<file path="src/include/adcrw_pkg.sv">
// Package for the converter result, window threshold and temporary byte registers
// Notes on behaviour
// (RQ1) Result low byte at base offset, high byte at next offset.
// (RQ2) Input above reference clamps a single 10-bit conversion to 0x3FF.
// (RQ3) Input below ground gives a single conversion of 0x000.
// (RQ4) Sixty-four saturated samples never accumulate above 0xFFC0.
// (RQ5) High byte holds bits 15:8; raw converter output is 10 bits.
// (RQ6) Low byte holds bits 7:0; zero is all zeros, full scale all ones.
// (RQ7) Writable 16-bit low threshold in the result's number format.
// (RQ8) Low threshold low byte at base, high byte at next offset.
// (RQ9) During accumulation only the final sum is compared with thresholds.
// (RQ10) Writable 16-bit high threshold for the window comparator.
// (RQ11) High threshold low byte at base, high byte at next offset.
// (RQ12) Duty bit resets to one: 0 gives 50 percent, 1 gives 25 percent.
// (RQ13) Eight-bit read/write temporary byte used for 16-bit accesses.
// (RQ14) Window mode: none, below, above, inside, outside; other codes reserved.
// (RQ15) Ready and window flags clear by writing one or reading result.
// (RQ16) One temporary byte is shared by every 16-bit register.
// (RQ17) Low read latches high into temp; low write waits for high write.
package adcrw_pkg;

  localparam logic [7:0] TEMP_OFF      = 8'h0D;
  localparam logic [7:0] RESULT_OFF    = 8'h10;
  localparam logic [7:0] WIN_LOW_OFF   = 8'h12;
  localparam logic [7:0] WIN_HIGH_OFF  = 8'h14;
  localparam logic [7:0] DUTY_OFF      = 8'h16;
  localparam logic [7:0] MODE_OFF      = 8'h04;
  localparam logic [7:0] IRQ_MASK_OFF  = 8'h0A;
  localparam logic [7:0] IRQ_FLAG_OFF  = 8'h0B;
  localparam logic [7:0] HIGH_STEP     = 8'h01;

  localparam logic [7:0]  DUTY_RST     = 8'h01;
  localparam logic [15:0] WORD_RST     = 16'h0000;
  localparam logic [7:0]  BYTE_RST     = 8'h00;
  localparam logic [9:0]  CONV_MAX     = 10'h3FF;
  localparam logic [9:0]  CONV_MIN     = 10'h000;
  localparam logic [15:0] ACC_CEIL     = 16'hFFC0;
  localparam int          ACC_MAX_N    = 64;
  localparam int          CNT_W        = 7;
  localparam int          FLAG_READY   = 0;
  localparam int          FLAG_WINDOW  = 1;
  localparam logic [6:0]  N_ONE        = 7'h01;

  // Duty divider: four converter clock phases per cycle
  localparam logic [1:0]  DIV_LAST     = 2'h3;

  typedef enum logic [2:0] {
    ADCRW_WIN_NONE    = 3'h0,
    ADCRW_WIN_BELOW   = 3'h1,
    ADCRW_WIN_ABOVE   = 3'h2,
    ADCRW_WIN_INSIDE  = 3'h3,
    ADCRW_WIN_OUTSIDE = 3'h4
  } adcrw_mode_e;

  typedef enum logic [1:0] {
    ADCRW_IDLE = 2'h0,
    ADCRW_ACC  = 2'h1,
    ADCRW_DONE = 2'h3
  } adcrw_state_e;

  // One raw sample from the analog front end
  typedef struct packed {
    logic       valid;
    logic       over;
    logic       under;
    logic [9:0] code;
  } adcrw_sample_s;

endpackage

</file>
<file path="src/logic/adcrw_regs.sv">
// Result, window comparator, duty calibration and temporary byte registers
module adcrw_regs (
  // Clock and reset
  input  wire logic                   clk_i,
  input  wire logic                   rst_n_i,
  // Register port
  input  wire logic [7:0]             addr_i,
  input  wire logic [7:0]             wdata_i,
  input  wire logic                   wr_i,
  input  wire logic                   rd_i,
  output logic      [7:0]             rdata_o,
  // Converter side
  input  wire adcrw_pkg::adcrw_sample_s sample_i,
  input  wire logic [6:0]             acc_num_i,
  output logic                        conv_clk_o,
  output logic                        irq_o
);

  adcrw_pkg::adcrw_state_e state_ff;
  logic [15:0] result_ff;
  logic [15:0] acc_ff;
  logic [6:0]  cnt_ff;
  logic [15:0] win_lt_ff;
  logic [15:0] win_ht_ff;
  logic [7:0]  temp_ff;
  logic        duty_ff;
  logic [2:0]  mode_ff;
  logic [1:0]  mask_ff;
  logic [1:0]  flag_ff;
  logic [1:0]  div_ff;
  logic [7:0]  rdata_ff;
  logic        irq_ff;
  logic        conv_clk_ff;
  logic        done_ff;

  logic [9:0]  sat_code;
  logic [15:0] nxt_sum;
  logic [6:0]  n_target;
  logic        last_sample;
  logic        win_hit;
  logic        res_read;
  logic [1:0]  flag_set;

  // Clamp each raw sample before it joins the sum
  always_comb begin
    if (sample_i.over) begin
      sat_code = adcrw_pkg::CONV_MAX; // [RQ2]
    end else if (sample_i.under) begin
      sat_code = adcrw_pkg::CONV_MIN; // [RQ3]
    end else begin
      sat_code = sample_i.code;
    end
  end

  // Counts beyond 64 are limited so the sum never exceeds 0xFFC0
  always_comb begin
    if (acc_num_i == 7'h00) begin
      n_target = adcrw_pkg::N_ONE;
    end else if (acc_num_i > 7'(adcrw_pkg::ACC_MAX_N)) begin
      n_target = 7'(adcrw_pkg::ACC_MAX_N); // [RQ4]
    end else begin
      n_target = acc_num_i;
    end
  end

  // 16 bits hold 64 x 0x3FF = 0xFFC0 without overflow
  assign nxt_sum     = ((state_ff == adcrw_pkg::ADCRW_ACC) ? acc_ff : 16'h0000)
                       + {6'h00, sat_code}; // [RQ4]
  assign last_sample = sample_i.valid && ((cnt_ff + adcrw_pkg::N_ONE) >= n_target);

  // Accumulation sequence
  always_ff @(posedge clk_i or negedge rst_n_i) begin
    if (!rst_n_i) begin
      state_ff  <= adcrw_pkg::ADCRW_IDLE;
      acc_ff    <= adcrw_pkg::WORD_RST;
      cnt_ff    <= 7'h00;
      result_ff <= adcrw_pkg::WORD_RST;
      done_ff   <= 1'b0;
    end else begin
      done_ff <= 1'b0;
      if (sample_i.valid) begin
        if (last_sample) begin
          result_ff <= nxt_sum; // [RQ5] [RQ6]
          done_ff   <= 1'b1;
          acc_ff    <= adcrw_pkg::WORD_RST;
          cnt_ff    <= 7'h00;
          state_ff  <= adcrw_pkg::ADCRW_DONE;
        end else begin
          acc_ff   <= nxt_sum;
          cnt_ff   <= cnt_ff + adcrw_pkg::N_ONE;
          state_ff <= adcrw_pkg::ADCRW_ACC;
        end
      end else if (state_ff == adcrw_pkg::ADCRW_DONE) begin
        state_ff <= adcrw_pkg::ADCRW_IDLE;
      end
    end
  end

  // Window test on the finished result only
  always_comb begin
    case (adcrw_pkg::adcrw_mode_e'(mode_ff))
      adcrw_pkg::ADCRW_WIN_BELOW:   win_hit = result_ff < win_lt_ff;
      adcrw_pkg::ADCRW_WIN_ABOVE:   win_hit = result_ff > win_ht_ff;
      adcrw_pkg::ADCRW_WIN_INSIDE:  win_hit = (result_ff > win_lt_ff) && (result_ff < win_ht_ff);
      adcrw_pkg::ADCRW_WIN_OUTSIDE: win_hit = (result_ff < win_lt_ff) || (result_ff > win_ht_ff);
      default:                      win_hit = 1'b0; // [RQ14]
    endcase
  end

  assign flag_set[adcrw_pkg::FLAG_READY]  = done_ff;
  assign flag_set[adcrw_pkg::FLAG_WINDOW] = done_ff && win_hit; // [RQ9]
  assign res_read = rd_i && ((addr_i == adcrw_pkg::RESULT_OFF)
                    || (addr_i == adcrw_pkg::RESULT_OFF + adcrw_pkg::HIGH_STEP));

  // Sticky flags: a new event wins over a clear in the same cycle
  generate
    for (genvar g = 0; g < 2; g++) begin : g_flag
      always_ff @(posedge clk_i or negedge rst_n_i) begin
        if (!rst_n_i) begin
          flag_ff[g] <= 1'b0;
        end else if (flag_set[g]) begin
          flag_ff[g] <= 1'b1;
        end else if (res_read || (wr_i && addr_i == adcrw_pkg::IRQ_FLAG_OFF && wdata_i[g])) begin
          flag_ff[g] <= 1'b0; // [RQ15]
        end
      end
    end
  endgenerate

  // Control, threshold and temporary byte writes
  always_ff @(posedge clk_i or negedge rst_n_i) begin
    if (!rst_n_i) begin
      win_lt_ff <= adcrw_pkg::WORD_RST;
      win_ht_ff <= adcrw_pkg::WORD_RST;
      temp_ff   <= adcrw_pkg::BYTE_RST;
      duty_ff   <= adcrw_pkg::DUTY_RST[0];
      mode_ff   <= 3'h0;
      mask_ff   <= 2'h0;
    end else if (wr_i) begin
      case (addr_i)
        adcrw_pkg::TEMP_OFF:     temp_ff <= wdata_i; // [RQ13]
        adcrw_pkg::WIN_LOW_OFF:  temp_ff <= wdata_i; // [RQ17] [RQ16]
        adcrw_pkg::WIN_HIGH_OFF: temp_ff <= wdata_i; // [RQ17] [RQ16]
        adcrw_pkg::WIN_LOW_OFF + adcrw_pkg::HIGH_STEP: begin
          win_lt_ff <= {wdata_i, temp_ff}; // [RQ7] [RQ8] [RQ17]
        end
        adcrw_pkg::WIN_HIGH_OFF + adcrw_pkg::HIGH_STEP: begin
          win_ht_ff <= {wdata_i, temp_ff}; // [RQ10] [RQ11] [RQ17]
        end
        adcrw_pkg::DUTY_OFF:     duty_ff <= wdata_i[0]; // [RQ12]
        adcrw_pkg::MODE_OFF:     mode_ff <= wdata_i[2:0];
        adcrw_pkg::IRQ_MASK_OFF: mask_ff <= wdata_i[1:0];
        default: ;
      endcase
    end else if (rd_i) begin
      case (addr_i)
        adcrw_pkg::RESULT_OFF:   temp_ff <= result_ff[15:8]; // [RQ17] [RQ16]
        adcrw_pkg::WIN_LOW_OFF:  temp_ff <= win_lt_ff[15:8];
        adcrw_pkg::WIN_HIGH_OFF: temp_ff <= win_ht_ff[15:8];
        default: ;
      endcase
    end
  end

  // Read data; high bytes come from temp so a 16-bit read is coherent
  always_ff @(posedge clk_i or negedge rst_n_i) begin
    if (!rst_n_i) begin
      rdata_ff <= 8'h00;
    end else if (rd_i) begin
      case (addr_i)
        adcrw_pkg::TEMP_OFF:     rdata_ff <= temp_ff;
        adcrw_pkg::RESULT_OFF:   rdata_ff <= result_ff[7:0]; // [RQ1] [RQ6]
        adcrw_pkg::RESULT_OFF + adcrw_pkg::HIGH_STEP:   rdata_ff <= temp_ff; // [RQ1] [RQ5]
        adcrw_pkg::WIN_LOW_OFF:  rdata_ff <= win_lt_ff[7:0];
        adcrw_pkg::WIN_LOW_OFF + adcrw_pkg::HIGH_STEP:  rdata_ff <= temp_ff;
        adcrw_pkg::WIN_HIGH_OFF: rdata_ff <= win_ht_ff[7:0];
        adcrw_pkg::WIN_HIGH_OFF + adcrw_pkg::HIGH_STEP: rdata_ff <= temp_ff;
        adcrw_pkg::DUTY_OFF:     rdata_ff <= {7'h00, duty_ff};
        adcrw_pkg::MODE_OFF:     rdata_ff <= {5'h00, mode_ff};
        adcrw_pkg::IRQ_MASK_OFF: rdata_ff <= {6'h00, mask_ff};
        adcrw_pkg::IRQ_FLAG_OFF: rdata_ff <= {6'h00, flag_ff};
        default:                 rdata_ff <= 8'h00;
      endcase
    end else begin
      rdata_ff <= 8'h00;
    end
  end

  // Converter clock: high one phase of four, or two of four
  always_ff @(posedge clk_i or negedge rst_n_i) begin
    if (!rst_n_i) begin
      div_ff      <= 2'h0;
      conv_clk_ff <= 1'b0;
    end else begin
      div_ff      <= div_ff + 2'h1;
      conv_clk_ff <= duty_ff ? (div_ff == adcrw_pkg::DIV_LAST)
                             : div_ff[0] ^ div_ff[1] ^ 1'b1 ? 1'b0 : 1'b1; // [RQ12]
    end
  end

  always_ff @(posedge clk_i or negedge rst_n_i) begin
    if (!rst_n_i) begin
      irq_ff <= 1'b0;
    end else begin
      irq_ff <= |(flag_ff & mask_ff);
    end
  end

  assign rdata_o    = rdata_ff;
  assign irq_o      = irq_ff;
  assign conv_clk_o = conv_clk_ff;

  // Assertions: accumulation and clamping
  sum_ceiling_a : assert property (@(posedge clk_i) disable iff (!rst_n_i) // [RQ4]
    result_ff <= adcrw_pkg::ACC_CEIL)
    else $error("Result above accumulation ceiling");

  acc_limit_a : assert property (@(posedge clk_i) disable iff (!rst_n_i) // [RQ4]
    cnt_ff < 7'(adcrw_pkg::ACC_MAX_N))
    else $error("Sample counter beyond maximum count");

  clamp_high_a : assert property (@(posedge clk_i) disable iff (!rst_n_i) // [RQ2]
    (sample_i.valid && sample_i.over && acc_num_i <= 7'h01)
    |=> (result_ff == 16'h03FF))
    else $error("Over-range sample not clamped");

  clamp_low_a : assert property (@(posedge clk_i) disable iff (!rst_n_i) // [RQ3]
    (sample_i.valid && sample_i.under && !sample_i.over && acc_num_i <= 7'h01)
    |=> (result_ff == 16'h0000))
    else $error("Under-range sample not zero");

  raw_pass_a : assert property (@(posedge clk_i) disable iff (!rst_n_i) // [RQ5]
    (sample_i.valid && !sample_i.over && !sample_i.under && acc_num_i <= 7'h01
     && state_ff != adcrw_pkg::ADCRW_ACC)
    |=> (result_ff == {6'h00, $past(sample_i.code)}))
    else $error("Single sample not passed to result");

  acc_hold_a : assert property (@(posedge clk_i) disable iff (!rst_n_i) // [RQ9]
    !sample_i.valid |=> $stable(result_ff))
    else $error("Result moved without a sample");

  // Assertions: flags and interrupt
  ready_flag_a : assert property (@(posedge clk_i) disable iff (!rst_n_i) // [RQ15]
    last_sample |=> ##1 flag_ff[0])
    else $error("Ready flag not set after result");

  set_wins_a : assert property (@(posedge clk_i) disable iff (!rst_n_i) // [RQ15]
    done_ff |=> flag_ff[0])
    else $error("Clear beat a new result");

  read_clear_a : assert property (@(posedge clk_i) disable iff (!rst_n_i) // [RQ15]
    (rd_i && addr_i == adcrw_pkg::RESULT_OFF && !done_ff) |=> (flag_ff == 2'h0))
    else $error("Result read did not clear flags");

  w1c_clear_a : assert property (@(posedge clk_i) disable iff (!rst_n_i) // [RQ15]
    (wr_i && addr_i == adcrw_pkg::IRQ_FLAG_OFF && wdata_i[0] && !done_ff)
    |=> !flag_ff[0])
    else $error("Writing one did not clear ready flag");

  w0_keep_a : assert property (@(posedge clk_i) disable iff (!rst_n_i) // [RQ15]
    (wr_i && !rd_i && addr_i == adcrw_pkg::IRQ_FLAG_OFF && !wdata_i[0] && flag_ff[0])
    |=> flag_ff[0])
    else $error("Writing zero cleared ready flag");

  flag_read_a : assert property (@(posedge clk_i) disable iff (!rst_n_i) // [RQ15]
    (rd_i && addr_i == adcrw_pkg::IRQ_FLAG_OFF) |=> (rdata_o == {6'h00, $past(flag_ff)}))
    else $error("Flag read returned wrong value");

  irq_level_a : assert property (@(posedge clk_i) disable iff (!rst_n_i)
    ##1 (irq_o == $past(|(flag_ff & mask_ff))))
    else $error("Interrupt does not follow masked flags");

  // Assertions: window comparator
  win_final_a : assert property (@(posedge clk_i) disable iff (!rst_n_i) // [RQ9]
    $rose(flag_ff[1]) |-> $past(done_ff))
    else $error("Window flag set without final result");

  mode_none_a : assert property (@(posedge clk_i) disable iff (!rst_n_i) // [RQ14]
    (done_ff && mode_ff == 3'h0 && !flag_ff[1]) |=> !flag_ff[1])
    else $error("Window flag set with comparison off");

  mode_below_a : assert property (@(posedge clk_i) disable iff (!rst_n_i) // [RQ14]
    (done_ff && mode_ff == 3'h1 && result_ff < win_lt_ff) |=> flag_ff[1])
    else $error("Below-low match missed");

  mode_above_a : assert property (@(posedge clk_i) disable iff (!rst_n_i) // [RQ14]
    (done_ff && mode_ff == 3'h2 && result_ff > win_ht_ff) |=> flag_ff[1])
    else $error("Above-high match missed");

  mode_inside_a : assert property (@(posedge clk_i) disable iff (!rst_n_i) // [RQ14]
    (done_ff && mode_ff == 3'h3 && result_ff > win_lt_ff && result_ff < win_ht_ff)
    |=> flag_ff[1])
    else $error("Inside match missed");

  mode_outside_a : assert property (@(posedge clk_i) disable iff (!rst_n_i) // [RQ14]
    (done_ff && mode_ff == 3'h4 && (result_ff < win_lt_ff || result_ff > win_ht_ff))
    |=> flag_ff[1])
    else $error("Outside match missed");

  mode_rsvd_a : assert property (@(posedge clk_i) disable iff (!rst_n_i) // [RQ14]
    (done_ff && mode_ff > 3'h4 && !flag_ff[1]) |=> !flag_ff[1])
    else $error("Reserved mode set the window flag");

  mode_read_a : assert property (@(posedge clk_i) disable iff (!rst_n_i) // [RQ14]
    (rd_i && addr_i == adcrw_pkg::MODE_OFF) |=> (rdata_o == {5'h00, $past(mode_ff)}))
    else $error("Mode read returned wrong value");

  // Assertions: 16-bit access through the shared temporary byte
  low_latch_a : assert property (@(posedge clk_i) disable iff (!rst_n_i) // [RQ17]
    (rd_i && addr_i == adcrw_pkg::RESULT_OFF) |=> (temp_ff == $past(result_ff[15:8])))
    else $error("High byte not latched into temp");

  res_low_a : assert property (@(posedge clk_i) disable iff (!rst_n_i) // [RQ1]
    (rd_i && addr_i == adcrw_pkg::RESULT_OFF) |=> (rdata_o == $past(result_ff[7:0])))
    else $error("Result low byte read wrong");

  res_high_a : assert property (@(posedge clk_i) disable iff (!rst_n_i) // [RQ5]
    (rd_i && addr_i == adcrw_pkg::RESULT_OFF + adcrw_pkg::HIGH_STEP)
    |=> (rdata_o == $past(temp_ff)))
    else $error("Result high byte not taken from temp");

  lt_latch_a : assert property (@(posedge clk_i) disable iff (!rst_n_i) // [RQ16]
    (rd_i && addr_i == adcrw_pkg::WIN_LOW_OFF) |=> (temp_ff == $past(win_lt_ff[15:8])))
    else $error("Low threshold high byte not latched");

  ht_latch_a : assert property (@(posedge clk_i) disable iff (!rst_n_i) // [RQ16]
    (rd_i && addr_i == adcrw_pkg::WIN_HIGH_OFF) |=> (temp_ff == $past(win_ht_ff[15:8])))
    else $error("High threshold high byte not latched");

  lt_low_rd_a : assert property (@(posedge clk_i) disable iff (!rst_n_i) // [RQ8]
    (rd_i && addr_i == adcrw_pkg::WIN_LOW_OFF) |=> (rdata_o == $past(win_lt_ff[7:0])))
    else $error("Low threshold low byte read wrong");

  lt_high_rd_a : assert property (@(posedge clk_i) disable iff (!rst_n_i) // [RQ8]
    (rd_i && addr_i == adcrw_pkg::WIN_LOW_OFF + adcrw_pkg::HIGH_STEP)
    |=> (rdata_o == $past(temp_ff)))
    else $error("Low threshold high byte not from temp");

  ht_low_rd_a : assert property (@(posedge clk_i) disable iff (!rst_n_i) // [RQ11]
    (rd_i && addr_i == adcrw_pkg::WIN_HIGH_OFF) |=> (rdata_o == $past(win_ht_ff[7:0])))
    else $error("High threshold low byte read wrong");

  ht_high_rd_a : assert property (@(posedge clk_i) disable iff (!rst_n_i) // [RQ11]
    (rd_i && addr_i == adcrw_pkg::WIN_HIGH_OFF + adcrw_pkg::HIGH_STEP)
    |=> (rdata_o == $past(temp_ff)))
    else $error("High threshold high byte not from temp");

  thr_atomic_a : assert property (@(posedge clk_i) disable iff (!rst_n_i) // [RQ8]
    (wr_i && addr_i == adcrw_pkg::WIN_LOW_OFF) |=> $stable(win_lt_ff))
    else $error("Low threshold changed on low byte write");

  high_hold_a : assert property (@(posedge clk_i) disable iff (!rst_n_i) // [RQ11]
    (wr_i && addr_i == adcrw_pkg::WIN_HIGH_OFF) |=> $stable(win_ht_ff))
    else $error("High threshold changed on low byte write");

  low_commit_a : assert property (@(posedge clk_i) disable iff (!rst_n_i) // [RQ7]
    (wr_i && addr_i == adcrw_pkg::WIN_LOW_OFF + adcrw_pkg::HIGH_STEP)
    |=> (win_lt_ff == {$past(wdata_i), $past(temp_ff)}))
    else $error("Low threshold not written atomically");

  thr_commit_a : assert property (@(posedge clk_i) disable iff (!rst_n_i) // [RQ11]
    (wr_i && addr_i == adcrw_pkg::WIN_HIGH_OFF + adcrw_pkg::HIGH_STEP)
    |=> (win_ht_ff == {$past(wdata_i), $past(temp_ff)}))
    else $error("High threshold not written atomically");

  temp_write_a : assert property (@(posedge clk_i) disable iff (!rst_n_i) // [RQ13]
    (wr_i && addr_i == adcrw_pkg::TEMP_OFF) |=> (temp_ff == $past(wdata_i)))
    else $error("Temporary byte write lost");

  temp_read_a : assert property (@(posedge clk_i) disable iff (!rst_n_i) // [RQ13]
    (rd_i && addr_i == adcrw_pkg::TEMP_OFF) |=> (rdata_o == $past(temp_ff)))
    else $error("Temporary byte read wrong");

  rdata_idle_a : assert property (@(posedge clk_i) disable iff (!rst_n_i)
    !rd_i |=> (rdata_o == 8'h00))
    else $error("Read data not zero without a read");

  // Assertions: converter clock duty
  duty_write_a : assert property (@(posedge clk_i) disable iff (!rst_n_i) // [RQ12]
    (wr_i && addr_i == adcrw_pkg::DUTY_OFF) |=> (duty_ff == $past(wdata_i[0])))
    else $error("Duty bit write lost");

  duty_read_a : assert property (@(posedge clk_i) disable iff (!rst_n_i) // [RQ12]
    (rd_i && addr_i == adcrw_pkg::DUTY_OFF) |=> (rdata_o == {7'h00, $past(duty_ff)}))
    else $error("Duty bit read wrong");

  duty_quarter_a : assert property (@(posedge clk_i) disable iff (!rst_n_i) // [RQ12]
    (conv_clk_ff && duty_ff) |=> !conv_clk_ff)
    else $error("Quarter duty clock high too long");

  duty_half_a : assert property (@(posedge clk_i) disable iff (!rst_n_i) // [RQ12]
    (!duty_ff && div_ff == 2'h1) |=> conv_clk_ff)
    else $error("Half duty clock not high");

endmodule // adcrw_regs

</file>
<file path="config.mk">
export PLATFORM = sky130hd
export DESIGN_NAME = adcrw_regs
export DESIGN_NICKNAME = d
export VERILOG_FILES = /design/src/include/adcrw_pkg.sv /design/src/logic/adcrw_regs.sv
export SDC_FILE = /design/constraint.sdc
export NUM_CORES = 1
export LEC_CHECK = 0
export BUFFER_PORTS_ARGS = -buffer_cell sky130_fd_sc_hd__buf_2
export CAP_MARGIN = 25
export CORE_ASPECT_RATIO = 1.25
export CORE_UTILIZATION = 45
export DETAILED_ROUTE_END_ITERATION = 6
export PLACE_DENSITY = 0.72
export SYNTH_ARGS = -nofsm -noshare
export SYNTH_HDL_FRONTEND = slang
export SYNTH_SLANG_ARGS = --single-unit
</file>
<file path="constraint.sdc">
create_clock -name clk_i -period 3.9 [get_ports clk_i]
set_input_delay 0.39 -clock clk_i [delete_from_list [all_inputs] [get_ports clk_i]]
set_output_delay 0.39 -clock clk_i [all_outputs]
set_load 0.02 [all_outputs]
</file>
-- Word-level counts from Yosys, hierarchy flattened
Cells that the tools add are included.
- add/subtract/negate cells: 3
- $lt $le $gt $ge: 6
- equal/unequal tests: 19
- multiplexer cells: 25
- bitwise logic cells: 2
- reduce and logical (&&, ||, !) cells: 27
- operators with widths (operator ; count):
    8-bit case mux with 8 select lines ; 1
    8-bit by 5-bit equality test with 1-bit output, second input constant ; 7
    16-bit > comparator ; 2
    16-bit < comparator ; 2
    16-bit two-way mux ; 2
    8-bit two-way mux ; 4
    8-bit by 4-bit equality test with 1-bit output, second input constant ; 3
    8-bit case mux with 3 select lines ; 1
    7-bit two-way mux ; 3
    10-bit two-way mux ; 2
    16-bit by 10-bit adder with 16-bit output ; 1
    2-bit AND reduction ; 6
    8-bit by 3-bit equality test with 1-bit output, second input constant ; 1
    1-bit two-way mux ; 8
    2-bit nonzero test ; 4
    7-bit by 1-bit adder with 7-bit output, second input constant ; 1
    7-bit greater-or-equal comparator ; 1
    7-bit > comparator, second input constant ; 1
    1-bit logical AND ; 7
    7-bit logical NOT ; 1
    3-bit by 2-bit equality test with 1-bit output, second input constant ; 2
    2-bit two-way mux ; 3
    2-bit equality test, second input constant ; 2
    1-bit logical OR ; 4
    13 further kinds ; 13
- flip-flop bits (word level): 102
- output and inout bits: 10

-- Logic depth before layout (Yosys ltp)
- depth in word-level cells: 7
- mapped depth: 12

-- Worst setup path after synthesis
No wires, ideal clock.
- kind: input to register
- from: input sample_i[10] (netlist name)
- to: register acc_ff[10]
- data arrival time: 2.581 ns
- slack: 1.198 ns
- cell stages on the path: 11
- path buffers: 0
- cell sequence: clkinv_1 > a21o_1 > ha_1 > fa_1 > a21o_1 > and4_1 > o211ai_1 > a41oi_2 > xnor2_1 > mux2i_1 > a22o_1
- word-level cells in the longest chain between the ends: 4
- ends and longest elaborated chain (what ; line ; RTL):
    start: declaration ; adcrw_regs.sv:13 ; input wire adcrw_pkg::adcrw_sample_s sample_i,
    10-bit two-way mux ; adcrw_regs.sv:48 ; end else if (sample_i.under) begin
    10-bit two-way mux ; adcrw_regs.sv:46 ; if (sample_i.over) begin
    16-bit by 10-bit adder with 16-bit output ; adcrw_regs.sv:68 ; + {6'h00, sat_code};
    16-bit two-way mux ; adcrw_regs.sv:82 ; if (last_sample) begin
    end signal: assignment ; adcrw_regs.sv:75 ; acc_ff <= adcrw_pkg::WORD_RST;
    end signal: assignment ; adcrw_regs.sv:85 ; acc_ff <= adcrw_pkg::WORD_RST;
    end signal: assignment ; adcrw_regs.sv:89 ; acc_ff <= nxt_sum;
    end: declaration ; adcrw_regs.sv:21 ; logic [15:0] acc_ff;
No other way between the ends.
A chain may end at the register's enable or synchronous reset.

-- Final worst setup path
- from: register cnt_ff[0]
- to: register result_ff[1]
- word-level cells in the longest chain between the ends: 4
- ends and longest elaborated chain (what ; line ; RTL):
    start: declaration ; adcrw_regs.sv:22 ; logic [6:0] cnt_ff;
    start signal: assignment ; adcrw_regs.sv:90 ; cnt_ff <= cnt_ff + adcrw_pkg::N_ONE;
    7-bit by 1-bit adder with 7-bit output ; adcrw_regs.sv:69 ; assign last_sample = sample_i.valid && ((cnt_ff + adcrw_pkg::N_ONE) >= n_target);
    7-bit greater-or-equal comparator ; adcrw_regs.sv:69 ;
    1-bit logical AND ; adcrw_regs.sv:69 ;
    2-bit AND reduction (no line) ; -- ;
    end signal: assignment ; adcrw_regs.sv:77 ; result_ff <= adcrw_pkg::WORD_RST;
    end signal: assignment ; adcrw_regs.sv:83 ; result_ff <= nxt_sum;
    end: declaration ; adcrw_regs.sv:20 ; logic [15:0] result_ff;
No other way between the ends.

==> results.json <==
{
  "io_buffers": 49,
  "slew_headroom_pct": 43.9,
  "min_period_over_period_pct": 77.1,
  "grt_start_max_net_pins": 81,
  "hpwl_mm": 11.1,
  "start_kind": "flop",
  "wl_mm": 14.6,
  "status": "complete, no violations",
  "period_needed_ps": 3010,
  "final_cell_mix": "dfrtp_1, nand2_1, o21ai_0",
  "die_height_um": 132,
  "async_reset_ff_share_pct": 100,
  "overflow": 0,
  "ant_nets": 0,
  "synthTopCellsByArea": "dfrtp_1, ha_1, nand2_1",
  "arrival_ps": 3230,
  "ioPinCount": 50,
  "synthXorXnorAreaFrac_pct": 2.86,
  "drv_slew": 0,
  "rrSetupSlack_ps": 890,
  "vias_per_cell": 5.76,
  "drt_iter0_markers": 269,
  "gp_congestion": 0.861,
  "cts_resized": 0,
  "r2r.worst_path.cells": 10,
  "synth-simple-area-share_pct": 16.0,
  "drive_gt1_share_pct": 15.2,
  "place_area_mm2": 0.00659,
  "power_density_mw_per_mm2": 612,
  "synth_top_area_share_pct": 41.2,
  "crit_type": "flop to flop",
  "synthCells": 656,
  "r2r_end": "result_ff[1]",
  "synth_top_area_cell": "dfrtp_1",
  "fin_skew_ps": 7.19,
  "end_kind": "flop",
  "cts.sinks": 102,
  "synth_seq_area_share_pct": 41.7,
  "finalSetupViolations": 0,
  "die_area_mm2": 0.0141,
  "synth_mux_area_share_pct": 2.88,
  "syn_to_final_growth_pct": 13.6,
  "syn_area_mm2": 0.00613,
  "drc": 0,
  "die_w_um": 106,
  "setup_tns_ps": 0,
  "synth-edff-count": 0,
  "avgSynthCellArea_um2": 9.34,
  "dr.pass1.iters": 5,
  "grt_usage_pct": 22.0,
  "rows": 47,
  "clk_pin_slew_ps": 70,
  "clk_path_buf_depth": 2,
  "synth_cell_types": 60,
  "ir_worst_vdd_uv": 392,
  "min_path_type": "input pin to flop",
  "syn-num-nets": 748,
  "cts-root-buf": "clkbuf_16",
  "post_cts_buffers": 0,
  "fin_util_pct": 52.4,
  "p_total_mw": 4.26,
  "vias": 5069,
  "fmax_mhz": 333,
  "crit_fanout": 24,
  "synth_top_family_by_area": "compound AO/OA/AOI/OAI gates",
  "final_common_cell": "dfrtp_1",
  "fill_cells": 1238,
  "synth-seq-cells": 102,
  "cts_tree": "yes",
  "timing.rr.start": "cnt_ff[0]",
  "worst_slew_pin_slew_ps": 833,
  "p_leak_nw": 3.30,
  "diodes": 0,
  "initial_core_util_pct": 46.1,
  "critPathCapture": "result_ff[1]",
  "grt_pass1_wl_mm": 24.4,
  "clk_latency_ps": 350,
  "htreeDepth": 3,
  "grt_pass1_vias": 4986,
  "antenna_found_initial": 0,
  "cts_buffers": 9,
  "synthFlopType": "dfrtp_1",
  "crit_start": "cnt_ff[0]",
  "crit_required_ps": 4130,
  "yosysWarnings": 0,
  "rsz0062_at_grt": "no",
  "synth_compound_area_share_pct": 21.6,
  "report.final.hold_viol_count": 0,
  "core_area_mm2": 0.0133,
  "synth-adder-area-share_pct": 10.7,
  "final_nets": 796,
  "cap_violations": 0,
  "design_area_mm2": 0.00696,
  "routedWlPerCell_um": 16.6
}
==> flip-flops by register name, summed over array words and instances, names as in the netlist <==
| register | count |
|---|---|
| conv_clk_o | 1 |
| duty_ff | 1 |
| result_ff | 16 |
| acc_ff | 16 |
| div_ff | 2 |
| rdata_o | 8 |
| temp_ff | 8 |
| mask_ff | 2 |
| flag_ff | 2 |
| done_ff | 1 |
| mode_ff | 3 |
| state_ff | 2 |
| win_ht_ff | 16 |
| irq_o | 1 |
| win_lt_ff | 16 |
| cnt_ff | 7 |
==> cells by family (layout without fill, tap and decap cells) <==
| family | count (synthesis) | in the layout |
|---|---|---|
| flip-flops | 102 | 102 |
| AO/OA/AOI/OAI | 194 | 194 |
| adder cells (fa/ha/maj) | 52 | 52 |
| buffers and inverters | 69 | 122 |
| multiplexers | 16 | 16 |
| XOR/XNOR | 20 | 20 |
| AND/OR/NAND/NOR | 203 | 203 |
==> cells in the mapped netlist (2+ instances only) <==
| cell type | n |
|---|---|
| a211oi_1 | 11 |
| a21o_1 | 18 |
| a21oi_1 | 25 |
| a221o_1 | 2 |
| a221oi_1 | 2 |
| a22o_1 | 13 |
| a22oi_1 | 13 |
| a31oi_1 | 6 |
| a32oi_1 | 2 |
| a41oi_1 | 2 |
| and2_1 | 11 |
| and3_1 | 3 |
| and4_1 | 3 |
| buf_2 | 3 |
| clkbuf_1 | 22 |
| dfrtp_1 | 101 |
| ha_1 | 51 |
| inv_1 | 42 |
| mux2_2 | 13 |
| mux2i_1 | 3 |
| nand2_1 | 91 |
| nand2b_1 | 4 |
| nand3_1 | 20 |
| nand3b_1 | 2 |
| nand4_1 | 8 |
| nor2_1 | 25 |
| nor2b_1 | 15 |
| nor3_1 | 8 |
| nor3_2 | 4 |
| o211ai_1 | 4 |
| o21ai_0 | 59 |
| o21ai_1 | 4 |
| o21bai_1 | 2 |
| o2bb2ai_1 | 6 |
| o31ai_1 | 12 |
| o41ai_1 | 2 |
| or2b_2 | 2 |
| or3_1 | 2 |
| xnor2_1 | 12 |
| xor2_1 | 8 |
==> cell type report <==
type	count	area (µm²)	share of cell area (%)
multi-input combinational	485	3320	47.7
timing repair buffer	63	375	5.39
tap	171	214	3.07
clock buffer	11	253	3.63
inverter	43	161	2.32
sequential	102	2550	36.7
clock inverter	5	81.3	1.17
==> per-stage QoR <==
step / hold WS [ps] / instances / setup slack, ps
after floorplan: 94.4 / 656 / 1200
after global placement: 414 / 861 / 961
after detailed placement: 417 / 862 / 833
after CTS: 257 / 878 / 891
after global routing: 302 / 880 / 623
final: 295 / 880 / 893
==> routing by layer <==
| metal | wire length [µm] | GRT usage [%] | up-vias |
|---|---|---|---|
| li1 | - | - | 2451 |
| met1 | 6030 | 25.8 | 2451 |
| met2 | 7650 | 39.7 | 141 |
| met3 | 634 | 3.35 | 26 |
| met4 | 302 | 8.56 | 0 |
| met5 | 0 | 0 | - |
==> how the worst min path moves through the flow <==
stage,startpoint,endpoint,slack (ps),cells after the start
floorplan,rst_n_i,acc_ff[0],90,0
global placement,div_ff[0],div_ff[0],410,1
detailed placement,div_ff[0],div_ff[0],420,1
CTS,rst_n_i,rdata_o[7],260,1
global route,wdata_i[7],win_lt_ff[15],300,3
finish,wdata_i[5],win_ht_ff[13],290,3
==> power by group <==
part,switching [mW],internal (mW),leakage (nW)
clock network,0.394,0.597,0.162
registers,0.237,1.30,1.21
logic,0.995,0.736,1.93
total,1.63,2.63,3.30
==> worst max-delay path, cell delays in order, from the launching register on <==
cell and delay, ps:
dfrtp_1 440, ha_1 250, nand3_1 130, nor3_1 220, xnor2_1 180, ha_1 280
a21oi_1 200, o21ai_1 100, buf_4 170, nand2_1 510, mux2_2 410
==> repair_timing <==
item                       4_1_cts  5_1_grt
hold buffers                     0        1
setup endpoints to repair        0        0
hold endpoints to repair         0       18
Note: power is estimated with default switching activity, not from simulation.
